===== src/include/cpmc_pkg.sv =====
// Constants, register map and carrier types of the pump mode control
//==============================================================
//==============================================================
package cpmc_pkg;

    //==========================================================
    // Clock and timing
    localparam int CLK_HZ        = 125_000_000; // System clock rate
    localparam int CLK_PER_US    = CLK_HZ / 1_000_000;
    localparam int SHORT_DEB_US  = 240;         // Normal debounce
    localparam int LONG_DEB_US   = 2000;        // First debounce, long
    localparam int SHORT_DEB_CYC = SHORT_DEB_US * CLK_PER_US;
    localparam int LONG_DEB_CYC  = LONG_DEB_US * CLK_PER_US;
    localparam int DEB_W         = 18;          // Holds LONG_DEB_CYC
    localparam int FAST_PUMP_HZ  = 1_000_000;   // Select bit 0
    localparam int SLOW_PUMP_HZ  = 500_000;     // Select bit 1
    localparam int FAST_PUMP_CYC = CLK_HZ / FAST_PUMP_HZ;
    localparam int SLOW_PUMP_CYC = CLK_HZ / SLOW_PUMP_HZ;
    localparam int DIV_W         = 8;           // Holds SLOW_PUMP_CYC

    //==========================================================
    // Register map, at the printed offsets on the byte bus
    localparam logic [7:0] ADDR_CTRL   = 8'h18; // pump_control
    localparam logic [7:0] ADDR_LINK   = 8'h36; // pump_sink_link
    localparam logic [7:0] ADDR_STATUS = 8'h37; // sink_low_voltage_status
    localparam logic [7:0] CTRL_RST    = 8'h80; // Self-start set
    localparam logic [4:0] LINK_RST    = 5'h00;
    localparam int         NUM_SINKS   = 5;
    localparam logic [1:0] RATIO_BYPASS = 2'h0; // Read value for 1:1
    localparam logic [1:0] RATIO_DOUBLE = 2'h2; // Read value for 1:2

    //==========================================================
    // Control register layout, bit 7 down to bit 0
    typedef struct packed {
        logic       pump_self_start;     // Bit 7
        logic       long_first_debounce; // Bit 6
        logic       pulldown_off;        // Bit 5
        logic       pump_clock_select;   // Bit 4
        logic       ratio_algorithm_select; // Bit 3
        logic [1:0] pump_ratio_field;    // Bits 2:1
        logic       pump_enable_bit;     // Bit 0
    } cpmc_ctrl_t;

    // Register port from software
    typedef struct packed {
        logic [7:0] addr;  // Register offset
        logic [7:0] wdata; // Write data
        logic       wr;    // Write strobe
        logic       rd;    // Read strobe
    } cpmc_bus_t;

    // Commands to the analog pump
    typedef struct packed {
        logic on;           // Pump running
        logic ratio_double; // 1 selects 1:2, 0 bypass
        logic clk_en;       // One-cycle pump clock pulse
    } cpmc_pump_t;

endpackage


===== src/hw/cpmc_clkdiv.sv =====
// Pump switching clock divider giving one-cycle enable pulses
`timescale 1ns/1ns
`default_nettype none
module cpmc_clkdiv
    import cpmc_pkg::*;
(
    input  wire logic i_clk,    // System clock
    input  wire logic i_sys_rst, // Synchronous reset
    input  wire logic i_run,    // Pump running
    input  wire logic i_slow,   // 1 selects 500 kHz
    output logic      o_en      // Pump clock pulse
);
    //==========================================================
    // State
    typedef struct packed {
        logic [DIV_W-1:0] cnt; // Cycles since last pulse
        logic             en;  // Registered pulse
    } cpmc_div_t;

    cpmc_div_t        s_q;
    cpmc_div_t        s_d;
    logic [DIV_W-1:0] last; // Final count of the period

    // Period end; >= keeps a mid-period select change safe
    always_comb begin
        s_d  = s_q;
        last = i_slow ? DIV_W'(SLOW_PUMP_CYC - 1)
                      : DIV_W'(FAST_PUMP_CYC - 1);
        s_d.en = 1'b0;
        if (!i_run) begin
            s_d.cnt = '0;
        end else if (s_q.cnt >= last) begin
            s_d.cnt = '0;
            s_d.en  = 1'b1;
        end else begin
            s_d.cnt = s_q.cnt + 1'b1;
        end
    end

    // Register
    always_ff @(posedge i_clk) begin
        if (i_sys_rst) begin
            s_q <= '0;
        end else begin
            s_q <= s_d;
        end
    end

    assign o_en = s_q.en;
endmodule
`default_nettype wire


===== src/hw/cpmc_debounce.sv =====
// Debounce timer for the linked-sink low-voltage condition
`timescale 1ns/1ns
`default_nettype none
module cpmc_debounce
    import cpmc_pkg::*;
#(
    parameter int SHORT_CYC = SHORT_DEB_CYC, // Normal length
    parameter int LONG_CYC  = LONG_DEB_CYC   // First, long length
) (
    input  wire logic i_clk,     // System clock
    input  wire logic i_sys_rst, // Synchronous reset
    input  wire logic i_run,     // Condition present
    input  wire logic i_long,    // Use the long length
    output logic      o_done     // Condition held long enough
);
    //==========================================================
    // State
    typedef struct packed {
        logic [DEB_W-1:0] cnt; // Cycles the condition held
    } cpmc_deb_t;

    cpmc_deb_t        s_q;
    cpmc_deb_t        s_d;
    logic [DEB_W-1:0] last; // Final count

    // Count while held, restart from zero when it drops
    always_comb begin
        s_d  = s_q;
        last = i_long ? DEB_W'(LONG_CYC - 1)
                      : DEB_W'(SHORT_CYC - 1);
        o_done = i_run && (s_q.cnt >= last);
        if (!i_run || o_done) begin
            s_d.cnt = '0;
        end else begin
            s_d.cnt = s_q.cnt + 1'b1;
        end
    end

    // Register
    always_ff @(posedge i_clk) begin
        if (i_sys_rst) begin
            s_q <= '0;
        end else begin
            s_q <= s_d;
        end
    end
endmodule
`default_nettype wire


===== src/hw/cpmc_top.sv =====
// Charge pump ratio control with its register file
`timescale 1ns/1ns
`default_nettype none
module cpmc_top #(
    parameter int SHORT_CYC = cpmc_pkg::SHORT_DEB_CYC, // 240 us
    parameter int LONG_CYC  = cpmc_pkg::LONG_DEB_CYC   // 2 ms
) (
    input  wire logic               i_clk,      // 125 MHz
    input  wire logic               i_sys_rst,  // Sync, high
    input  wire cpmc_pkg::cpmc_bus_t i_bus,     // Register port
    output logic [7:0]              o_rdata,    // Read data
    input  wire logic [4:0]         i_sink_low, // Comparator flags
    input  wire logic [4:0]         i_sink_on,  // Sinks enabled
    output cpmc_pkg::cpmc_pump_t    o_pump,     // Pump commands
    output logic                    o_onkey_pulldown_en // Key pull
);
    import cpmc_pkg::*;

    //==========================================================
    // Decoding helpers

    // Ratio field upper bit picks the doubler; 00 and 01 are bypass
    function automatic logic ratio_is_double(input logic [1:0] f);
        ratio_is_double = f[1];
    endfunction

    //==========================================================
    // State of the block, held as one record
    typedef struct packed {
        cpmc_ctrl_t ctrl;       // pump_control contents
        logic [4:0] link;       // pump_sink_link bits
        logic       doubled;    // Automatic ratio latched at 1:2
        logic       first_done; // First debounce since start over
        logic       started;    // Self-start has fired
        logic [7:0] rdata;      // Read answer
    } cpmc_state_t;

    cpmc_state_t s_q; // Registered state
    cpmc_state_t s_d; // Next state

    //==========================================================
    // Combinational terms
    logic [4:0] linked_low; // Low flags of linked sinks only
    logic       low_any;    // Some linked sink is low
    logic       self_hit;   // Linked, enabled and low
    logic       active;     // Pump running
    logic       auto_mode;  // Automatic ratio selection
    logic       deb_run;    // Debounce condition present
    logic       deb_long;   // Use the long first debounce
    logic       deb_done;   // Debounce elapsed
    logic       ratio_now;  // Ratio actually applied, 1 is 1:2
    logic [1:0] ratio_read; // Ratio field as software reads it
    logic       clk_en;     // Pump clock pulse

    // Sink masking, pump activity and mode selection
    always_comb begin
        // Unlinked sinks are dropped here and never reach timing
        linked_low = i_sink_low & s_q.link;
        low_any    = |linked_low;
        self_hit   = |(linked_low & i_sink_on);
        // Pump bit, or self-start once it has fired
        active     = s_q.ctrl.pump_enable_bit
                   || (s_q.ctrl.pump_self_start && s_q.started);
        auto_mode  = !s_q.ctrl.ratio_algorithm_select;
        // Timer only runs while a switch-up is still possible
        deb_run    = active && auto_mode && !s_q.doubled
                   && low_any;
        // Long length only for the first debounce after start
        deb_long   = s_q.ctrl.long_first_debounce
                   && !s_q.first_done;
    end

    // Applied ratio: off is bypass, manual follows the field
    always_comb begin
        if (!active) begin
            ratio_now = 1'b0;
        end else if (!auto_mode) begin
            ratio_now = ratio_is_double(
                            s_q.ctrl.pump_ratio_field);
        end else begin
            ratio_now = s_q.doubled;
        end
        // Automatic mode reports what is really in use
        if (auto_mode) begin
            ratio_read = ratio_now ? RATIO_DOUBLE
                                   : RATIO_BYPASS;
        end else begin
            ratio_read = s_q.ctrl.pump_ratio_field;
        end
    end

    //==========================================================
    // Debounce timer
    cpmc_debounce #(
        .SHORT_CYC (SHORT_CYC),
        .LONG_CYC  (LONG_CYC)
    ) u_deb (
        .i_clk     (i_clk),
        .i_sys_rst (i_sys_rst),
        .i_run     (deb_run),
        .i_long    (deb_long),
        .o_done    (deb_done)
    );

    //==========================================================
    // Pump switching clock
    cpmc_clkdiv u_div (
        .i_clk     (i_clk),
        .i_sys_rst (i_sys_rst),
        .i_run     (active),
        .i_slow    (s_q.ctrl.pump_clock_select),
        .o_en      (clk_en)
    );

    //==========================================================
    // Next state
    always_comb begin
        s_d       = s_q;
        s_d.rdata = 8'h00; // Read data stand for one cycle only

        // Register writes; unmapped offsets are ignored
        if (i_bus.wr) begin
            unique case (i_bus.addr)
                ADDR_CTRL: begin
                    s_d.ctrl = cpmc_ctrl_t'(i_bus.wdata);
                end
                ADDR_LINK: begin
                    s_d.link = i_bus.wdata[4:0];
                end
                default: begin
                    // Status is read-only, others unmapped
                end
            endcase
        end

        // Register reads; unmapped offsets answer zero
        if (i_bus.rd) begin
            unique case (i_bus.addr)
                ADDR_CTRL: begin
                    s_d.rdata = {s_q.ctrl[7:3], ratio_read,
                                 s_q.ctrl.pump_enable_bit};
                end
                ADDR_LINK: begin
                    s_d.rdata = {3'h0, s_q.link};
                end
                ADDR_STATUS: begin
                    // Live comparator flags, all five sinks
                    s_d.rdata = {3'h0, i_sink_low};
                end
                default: begin
                    s_d.rdata = 8'h00;
                end
            endcase
        end

        // Self-start latch; dropping the bit hands control back
        if (!s_q.ctrl.pump_self_start) begin
            s_d.started = 1'b0;
        end else if (self_hit) begin
            s_d.started = 1'b1;
        end

        // Ratio latch: only a completed debounce sets it
        if (!active) begin
            // Off returns to bypass and rearms the long debounce
            s_d.doubled    = 1'b0;
            s_d.first_done = 1'b0;
        end else if (deb_done) begin
            s_d.doubled    = 1'b1;
            s_d.first_done = 1'b1;
        end
        // No branch clears doubled while running: no way back
    end

    //==========================================================
    // State register
    always_ff @(posedge i_clk) begin
        if (i_sys_rst) begin
            s_q.ctrl       <= cpmc_ctrl_t'(CTRL_RST);
            s_q.link       <= LINK_RST;
            s_q.doubled    <= 1'b0;
            s_q.first_done <= 1'b0;
            s_q.started    <= 1'b0;
            s_q.rdata      <= 8'h00;
        end else begin
            s_q <= s_d;
        end
    end

    //==========================================================
    // Outputs
    assign o_rdata             = s_q.rdata;
    assign o_pump.on           = active;
    assign o_pump.ratio_double = ratio_now;
    assign o_pump.clk_en       = clk_en;
    // Pulldown is active low in the control bit
    assign o_onkey_pulldown_en = !s_q.ctrl.pulldown_off;
endmodule
`default_nettype wire


===== config.mk =====
export PLATFORM = sky130hd
export DESIGN_NAME = cpmc_top
export DESIGN_NICKNAME = d
export VERILOG_FILES = /design/src/include/cpmc_pkg.sv /design/src/hw/cpmc_clkdiv.sv /design/src/hw/cpmc_debounce.sv /design/src/hw/cpmc_top.sv
export SDC_FILE = /design/constraint.sdc
export NUM_CORES = 1
export LEC_CHECK = 0
export BUFFER_PORTS_ARGS = -buffer_cell sky130_fd_sc_hd__buf_2
export CAP_MARGIN = 20
export CORE_MARGIN = 1.5
export CORE_UTILIZATION = 45
export DETAILED_ROUTE_END_ITERATION = 12
export HOLD_SLACK_MARGIN = 0.06
export PLACE_DENSITY = 0.78
export SYNTH_ARGS = -nofsm -noshare
export SYNTH_HDL_FRONTEND = slang
export SYNTH_SLANG_ARGS = --single-unit

===== constraint.sdc =====
create_clock -name i_clk -period 3.8 [get_ports i_clk]
set_clock_uncertainty 0.2 [all_clocks]
set_input_delay 0.76 -clock i_clk [delete_from_list [all_inputs] [get_ports i_clk]]
set_output_delay 0.76 -clock i_clk [all_outputs]
set_load 0.005 [all_outputs]

==> results of run 1 <==
[layer usage]
metal / track usage [%] / wire, um
met4: 4.91 / 49
met5: 0 / 0
met2: 29.4 / 2280
met3: 3.81 / 228
met1: 20.6 / 2130
[critical path, cell delays in order (launching register included)]
cell and delay [ns]:
dfxtp_1 0.40, nand2b_1 0.27, inv_1 0.07, ha_1 0.30, a31oi_1 0.16, o21ai_0 0.11, a311oi_2 0.38, o2111ai_4 0.42
nor2_1 0.21
[area by class of cell]
class | instances | area, um^2 | area share (%)
Timing Repair Buffer | 41 | 205 | 7.56
Sequential cell | 50 | 1000 | 36.9
Clock inverter | 3 | 25.0 | 0.922
Multi-Input combinational cell | 192 | 1290 | 47.6
Inverter | 9 | 33.8 | 1.24
Clock buffer | 5 | 68.8 | 2.53
Tap cell | 70 | 87.6 | 3.23
[logic make-up (layout without fill, tap and decap cells)]
family	Yosys count	after routing	share of synthesized area [%]
fa+ha+maj	7	7	3.55
flops	50	50	40.6
xor+xnor	23	23	8.17
mux	18	18	7.31
compound gates	29	29	8.52
buf+inv	29	58	6.95
simple gates	115	115	24.9
[per-stage QoR]
stage	utilization (%)	total power, uW	hold slack, ns	std cells
after floorplan	-	548	0.223	271
after global placement	50.4	568	0.239	362
after detailed placement	50.4	569	0.243	362
after CTS	52.2	883	0.266	370
after global routing	52.2	909	0.294	370
final	52.2	872	0.264	370
[cell usage in the layout, fill, tap and decap left out, types with 9 or more instances in the layout]
| cell type | Yosys | layout |
|---|---|---|
| dfxtp_1 | 50 | 50 |
| nor2_1 | 44 | 44 |
| buf_2 | 2 | 41 |
| mux2i_1 | 18 | 18 |
| nand3_1 | 14 | 14 |
| xor2_1 | 13 | 13 |
| a21oi_1 | 11 | 11 |
| nand2_1 | 10 | 10 |
| xnor2_1 | 10 | 10 |
| inv_1 | 9 | 9 |
| nor2_2 | 9 | 9 |
| and3_1 | 9 | 9 |
[how the worst max path moves through the flow]
stage                     slack (ns)                 from                       end  cells past startpoint
after floorplan                 1.45            i_bus[10]      s_q[23]$_SDFFE_PP1P_                      7
after global placement          1.18            i_bus[10]      s_q[23]$_SDFFE_PP1P_                      6
after detailed placement        1.14            i_bus[10]      s_q[23]$_SDFFE_PP1P_                      6
after CTS                       1.18  s_q[9]$_SDFFE_PP0P_  u_deb.s_q[17]$_SDFF_PP0_                      8
after global routing            0.95  s_q[9]$_SDFFE_PP0P_   u_deb.s_q[2]$_SDFF_PP0_                      8
final                           1.19  s_q[9]$_SDFFE_PP0P_  u_deb.s_q[17]$_SDFF_PP0_                      8
[flip-flops by register name (all words and copies together) (netlist names)]
name / cells
u_deb.s_q: 18
s_q: 15
o_rdata: 8
u_div.s_q: 8
u_div.o_en: 1
[report_power, final]
part	internal (uW)	switching [uW]	leakage [uW]
combinational	15.4	17.0	0.000588
clock	133	183	0.0000447
sequential	524	0.227	0.000403
total	672	200	0.00104
==> flow_metrics.tcl, run 1 <==
set metrics [dict create \
    synth.largest_area_cell "dfxtp_1" \
    ys_types 43 \
    yosysWarnings 0 \
    p_leak_uw 0.00104 \
    place_area_um2 2620 \
    drc 0 \
    synth_flop_cell "dfxtp_1" \
    fin_area_um2 2720 \
    rr_startpoint "s_q[9]$_SDFFE_PP0P_" \
    timing.rr.end "u_deb.s_q[17]$_SDFF_PP0_" \
    cts_sinks 50 \
    worst_ep_arrival_time_ns 2.64 \
    hold_buffers 0 \
    portBuffers 41 \
    cp_data_required_time_ns 3.83 \
    syn_to_final_growth_pct 10.1 \
    yosysMostFrequentCell "dfxtp_1" \
    layout-drive-gt1-share_pct 21.3 \
    grt_usage_pct 16.8 \
    grt_pass1_wl_mm 8.04 \
    hp-class "reg2reg" \
    vias_per_cell 5.10 \
    vias 1888 \
    power_density_nw_per_um2 321 \
    cap_violations 0 \
    syn_area_per_cell_um2 9.10 \
    wl_per_cell_um 12.7 \
    start_util_pct 47.4 \
    maxSlewHeadroom_pct 53.1 \
    cts-root-buf "clkbuf_8" \
    crit_path_end_kind "flop" \
    outcome "finished, final reports clean" \
    cp_max_fo 18 \
    clk_pin_slew_ns 0.09 \
    reg2reg_slack_ns 1.19 \
    antenna_found_initial 0 \
    min_delay_path_depth 1 \
    n_antenna_cell 0 \
    dp_slack_ns 1.14 \
    grt_max_degree 19 \
    yosys-top-cells-count "dfxtp_1 (50), nor2_1 (44), mux2i_1 (18), nand3_1 (14), xor2_1 (13)" \
    rsz0062_at_grt "no" \
    finalSetupTns_ns 0 \
    ir_worst_vdd_mv 0.239 \
    coreArea_um2 5200 \
    cts_tree "yes" \
    finalWorstSetupSlack_ns 1.19 \
    clk_latency_ns 0.30 \
    worst_slew_pin_slew_ns 0.703 \
    yosys.area.top_type_share_pct 40.6 \
    max_freq_ghz 0.383 \
    wl_mm 4.69 \
    finalNetCount 336 \
    die_x_um 77.0 \
    cts_buffers 5 \
    finalSetupViolCount 0 \
    grt_overflow 0 \
    syn_area_um2 2470 \
    syn_inst 271 \
    ys_ff_latch 50 \
    ant_nets 0 \
    whs_endpoint "u_deb.s_q[0]$_SDFF_PP0_" \
    finalCritPeriodShare_pct 68.7 \
    min_from "u_deb.s_q[0]$_SDFF_PP0_" \
    boundaryPins 42 \
    setup.worst_path.start_class "flop" \
    postCtsSetupRepairBufs 0 \
    synth_edf_count 0 \
    min_period_ns 2.61 \
    dr.pass1.iters 4 \
    cts-htree-levels 2 \
    worstSetupPathType "reg2reg" \
    synthTopCellsByArea "dfxtp_1 (41%), mux2i_1 (7.3%), nor2_1 (6.7%)" \
    slew_viol_final 0 \
    ys_seq_area_share_pct 40.6 \
    rr_worst_depth 8 \
    dieHeight_um 77.0 \
    async_reset_ff_share_pct 0 \
    dp_hpwl_mm 3.48 \
    cts_buffer_depth 2 \
    die_area_um2 5930 \
    drtIter0Drc 101 \
    fillers 494 \
    place_congestion 0.825 \
    hold_viol_final 0 \
    post_cts_resized 0 \
    rows 26 \
    synthesis.nets 308 \
    grt_pass1_vias 1805 \
]
(Power assumes the default switching activity.)
==> run 2: changes to the inputs <==
Clock period 3.8 ns to 2.7 ns, I/O delays scaled along.
==> run 2 against run 1 <==
Net effect:
- register-to-register slack worse by 1.0 ns
- first-iteration DRC count down 14%
- sequential cell count unchanged
- critical path type unchanged
- critical endpoint is now u_deb.s_q[2]$_SDFF_PP0_
- global-route usage decreased by 0.48 points
- sequential share of layout area unchanged
- die area did not move
- final area unchanged
- worst hold slack got worse by 0.020 ns
- highest routed layer unchanged
- combinational power grew 43%
- clock power up 30%
==> flow_metrics.tcl, run 2 (synthesized netlist as in run 1, its figures left out) <==
set metrics [dict create \
    outcome "finished, final reports clean" \
    finalSetupViolCount 0 \
    clk_latency_ns 0.30 \
    swShare_pct 21.8 \
    dp_hpwl_mm 3.43 \
    max_freq_ghz 0.398 \
    cts_buffers 5 \
    fillers 493 \
    worstSetupPathType "reg2reg" \
    cp_data_required_time_ns 2.73 \
    dieHeight_um 77.0 \
    place_area_um2 2640 \
    cts_buffer_depth 2 \
    vias_per_cell 5.14 \
    post_cts_resized 0 \
    postCtsSetupRepairBufs 0 \
    power_density_nw_per_um2 440 \
    crit_path_end_kind "flop" \
    top_regs "u_deb.s_q (18), s_q (15)" \
    start_util_pct 47.4 \
    worst_ep_arrival_time_ns 2.54 \
    clk_pin_slew_ns 0.09 \
    boundaryPins 42 \
    grt_pass1_vias 1761 \
    cts-htree-levels 2 \
    coreArea_um2 5200 \
    min_period_ns 2.51 \
    p_sw_uw 261 \
    n_antenna_cell 0 \
    power.share.clock_pct 34.4 \
    dp_slack_ns 0.255 \
    cts_sinks 50 \
    largest_register_ffs 18 \
    cap_violations 0 \
    layout-drive-gt1-share_pct 21.6 \
    hold_buffers 0 \
    cts-root-buf "clkbuf_8" \
    p_seq_share_pct 61.8 \
    syn_to_final_growth_pct 10.1 \
    wl_mm 4.71 \
    grt_max_degree 19 \
    die_x_um 77.0 \
    slew_viol_final 0 \
    p_leak_uw 0.00104 \
    place_congestion 0.886 \
    ir_worst_vdd_mv 0.199 \
    finalSetupTns_ns 0 \
    portBuffers 41 \
    maxSlewHeadroom_pct 52.7 \
    finalWorstSetupSlack_ns 0.190 \
    regMostFlops "u_deb.s_q" \
    routed-wl-met3_um 216 \
    drc 0 \
    finalCritPeriodShare_pct 93.0 \
    hold_viol_final 0 \
    routed.top_layer "met4" \
    wl_per_cell_um 12.7 \
    finalNetCount 338 \
    setup.worst_path.start_class "flop" \
    wl_met1_mm 2.23 \
    rsz0062_at_grt "no" \
    p_int_uw 933 \
    layout_commonest_cell "dfxtp_1" \
    drtIter0Drc 87 \
    cts_tree "yes" \
    layout_common_cells "dfxtp_1 (50), nor2_1 (44), buf_2 (41)" \
    grt_usage_pct 16.4 \
    cp_max_fo 18 \
    antenna_found_initial 0 \
    hp-class "in2reg" \
    grt_overflow 0 \
    dr.pass1.iters 4 \
    power.share.combinational_pct 3.9 \
    grt_pass1_wl_mm 7.79 \
    fin_area_um2 2720 \
    worst_slew_pin_slew_ns 0.709 \
    rows 26 \
    ant_nets 0 \
    die_area_um2 5930 \
    vias 1907 \
    wl_met2_mm 2.15 \
]
[run 2: cell types whose count changed in the layout (fill, tap and decap cells not counted), sizes merged]
cell and change:
clkinv +1, clkinvlp -1, inv -1, buf +2
[run 2: layout make-up]
type | instances | area (um^2) | area share [%]
timing repair buffer | 43 | 220 | 8.11
inverter | 9 | 33.8 | 1.24
multi-input combinational | 192 | 1290 | 47.6
sequential | 50 | 1000 | 36.9
tap | 70 | 87.6 | 3.23
clock buffer | 5 | 68.8 | 2.53
clock inverter | 2 | 10.0 | 0.369
[run 2: path summary, 6_finish.rpt]
kind | from | endpoint | slack [ns] | depth (start not counted)
worst max register to register | s_q[9]$_SDFFE_PP0P_ | u_deb.s_q[2]$_SDFF_PP0_ | 0.19 | 8
worst max-delay path | s_q[9]$_SDFFE_PP0P_ | u_deb.s_q[2]$_SDFF_PP0_ | 0.19 | 8
worst min-delay path | i_bus[9] | s_q[23]$_SDFFE_PP1P_ | 0.24 | 2
worst min register to register | u_deb.s_q[0]$_SDFF_PP0_ | u_deb.s_q[0]$_SDFF_PP0_ | 0.26 | 1
[run 2: metal layers]
| metal | track usage (%) | vias up |
|---|---|---|
| met1 | 20.0 | 876 |
| met2 | 26.8 | 49 |
| met5 | 0 | - |
| met4 | 7.82 | 0 |
| met3 | 4.17 | 8 |
| li1 | - | 974 |
[run 2: power by group through the flow]
stage	combinational (uW)	clock [uW]	sequential [uW]
6_report	46.3	410	737
2_1_floorplan	16.4	0	755
4_1_cts	46.4	427	737
3_5_place_dp	46.1	0	755
3_3_place_gp	45.0	0	755
5_1_grt	49.7	446	738
[run 2: per-stage QoR]
step	total power [uW]	cells	hold slack, ns	util (%)
3_3_place_gp	800	364	0.239	50.6
6_report	1190	371	0.244	52.2
4_1_cts	1210	371	0.229	52.2
2_1_floorplan	771	271	0.223	-
3_5_place_dp	801	364	0.242	50.6
5_1_grt	1230	371	0.237	52.2
[run 2: worst max-delay path, cell delays in order, from the launching register on]
cell and delay [ns]:
dfxtp_1 0.42, nand2b_1 0.15, inv_1 0.05, ha_1 0.30, a31oi_1 0.16, o21ai_0 0.11
a311oi_2 0.38, o2111ai_4 0.43, nor2_1 0.22
==> run 3: changes to the inputs <==
Settings changed: CORE_ASPECT_RATIO set to 0.8, GPL_TIMING_DRIVEN set to 0.
Clock period 2.7 ns to 2.5 ns, I/O delays scaled along.
==> run 3 against run 2 <==
Net effect:
- sequential power grew 7.9%
- clock power grew 15%
- final area grew 6.5%
- critical path type unchanged
- largest cell class unchanged
- largest power group unchanged
==> flow_metrics.tcl, run 3 (synthesized netlist as in run 1, its figures left out) <==
set metrics [dict create \
    outcome "finished, final reports clean" \
    layout_common_cells "dfxtp_1 (48), nor2_1 (44), buf_2 (41)" \
    die_x_um 85.8 \
    worst_ep_arrival_time_ns 2.45 \
    layout_commonest_cell "dfxtp_1" \
    cp_max_fo 6 \
    n_antenna_cell 0 \
    place_congestion 0.796 \
    cts_buffers 5 \
    hold_viol_final 0 \
    boundaryPins 42 \
    grt_overflow 0 \
    cp_data_required_time_ns 2.54 \
    dieHeight_um 69.2 \
    power_density_nw_per_um2 456 \
    maxSlewHeadroom_pct 62.8 \
    cts_sinks 50 \
    portBuffers 39 \
    slowest_delay_ns 0.39 \
    place_area_um2 2740 \
    path_cells "nand2b_1 -> buf_6 -> inv_1 -> ha_1 -> a31oi_1 -> o21ai_1 -> a311oi_2 -> o2111ai_4 -> clkbuf_16 -> nor2_2" \
    grt_max_degree 15 \
    cap_violations 0 \
    p_leak_uw 0.00115 \
    vias 1963 \
    largest_register_ffs 18 \
    dr.pass1.iters 4 \
    max_freq_ghz 0.415 \
    die_area_um2 5940 \
    cts-root-buf "clkbuf_8" \
    regMostFlops "u_deb.s_q" \
    clk_latency_ns 0.30 \
    finalNetCount 358 \
    finalSetupViolCount 0 \
    top_regs "u_deb.s_q (18), s_q (15)" \
    layout-drive-gt1-share_pct 25.8 \
    critPathSlowestCell "a311oi_2" \
    start_util_pct 47.9 \
    met2_usage_pct 30.2 \
    hp-class "in2reg" \
    ant_nets 0 \
    finalPower_uw 1320 \
    cts_tree "yes" \
    cts_buffer_depth 2 \
    grt_pass1_wl_mm 8.24 \
    crit_path_end_kind "flop" \
    ir_worst_vdd_mv 0.287 \
    cp_top_family "compound AO/OA/AOI/OAI gates" \
    grt_pass1_vias 1914 \
    antenna_found_initial 0 \
    grt_util_met1_pct 20.9 \
    drc 0 \
    wl_per_cell_um 12.8 \
    coreArea_um2 5150 \
    setup.worst_path.start_class "flop" \
    timing.critical_path.buf_inv 3 \
    wl_mm 4.92 \
    finalCritPeriodShare_pct 96.4 \
    grt_usage_pct 17.1 \
    rows 23 \
    worst_slew_pin_slew_ns 0.555 \
    worstSetupPathType "reg2reg" \
    cts-htree-levels 2 \
    slew_viol_final 0 \
    fin_area_um2 2890 \
    use_met3_pct 4.17 \
    min_period_ns 2.41 \
    dp_hpwl_mm 3.79 \
    vias_per_cell 5.11 \
    top_usage_layer "met2" \
    syn_to_final_growth_pct 17.2 \
    clk_pin_slew_ns 0.09 \
    drtIter0Drc 56 \
]
## run 3: cell types whose count changed in the layout (fill, tap and decap cells not counted), moves of 2 or more
cell and delta:
buf_6 +2, buf_4 +12, clkbuf_1 +5, dfxtp_1 -2
## run 3: area by class of cell
cell class / instances / area, um^2
fill: 470 / 2260
multi-input combinational: 192 / 1290
sequential: 50 / 1010
timing repair buffer: 43 / 246
buffer: 20 / 141
clock buffer: 7 / 86.3
tap: 62 / 77.6
inverter: 9 / 33.8
clock inverter: 1 / 5.00
## run 3: final timing paths
path,slack (ns),depth (start not counted),start,end
max,0.09,10,s_q[9]$_SDFFE_PP0P_,u_deb.s_q[7]$_SDFF_PP0_
min,0.22,2,i_bus[9],s_q[23]$_SDFFE_PP1P_
max reg2reg,0.09,10,s_q[9]$_SDFFE_PP0P_,u_deb.s_q[7]$_SDFF_PP0_
min reg2reg,0.25,1,u_deb.s_q[0]$_SDFF_PP0_,u_deb.s_q[0]$_SDFF_PP0_
## run 3: per-stage QoR
step                setup TNS [ns]  cells  hold WS (ns)  util (%)  setup WS (ns)
floorplan                        0    271         0.223         -          0.212
global placement                 0    372         0.238      53.2         0.0309
detailed placement          -0.318    372         0.242      53.2        -0.0539
CTS                              0    382         0.213      55.2          0.110
global route                -0.121    384         0.218      56.1        -0.0235
finish                           0    384         0.218      56.1         0.0910
## run 3: metal layers
layer | wire (um) | up-vias
li1 | - | 1014
met1 | 2330 | 896
met2 | 2320 | 45
met3 | 208 | 8
met4 | 56 | 0
met5 | 0 | -
## run 3: worst register-to-register path, stage by stage (launching register included)
cell,delay [ns]
dfxtp_4,0.37
nand2b_1,0.11
buf_6,0.12
inv_1,0.04
ha_1,0.29
a31oi_1,0.15
o21ai_1,0.10
a311oi_2,0.39
o2111ai_4,0.25
clkbuf_16,0.23
nor2_2,0.10
## run 3: what timing repair did
item                       CTS  global route
hold buffers                 0             0
setup buffers                2             1
pin swaps                    1             3
resized for setup            0             6
setup endpoints to repair   10            15
gates cloned                 0             1
## run 3: report_power, final
part	switching (uW)	total [uW]	leakage, uW	internal, uW
Sequential	0.371	795	0.000404	795
Combinational	24.8	48.3	0.000702	23.6
Clock	250	473	0.0000482	224
Total	275	1320	0.00115	1040
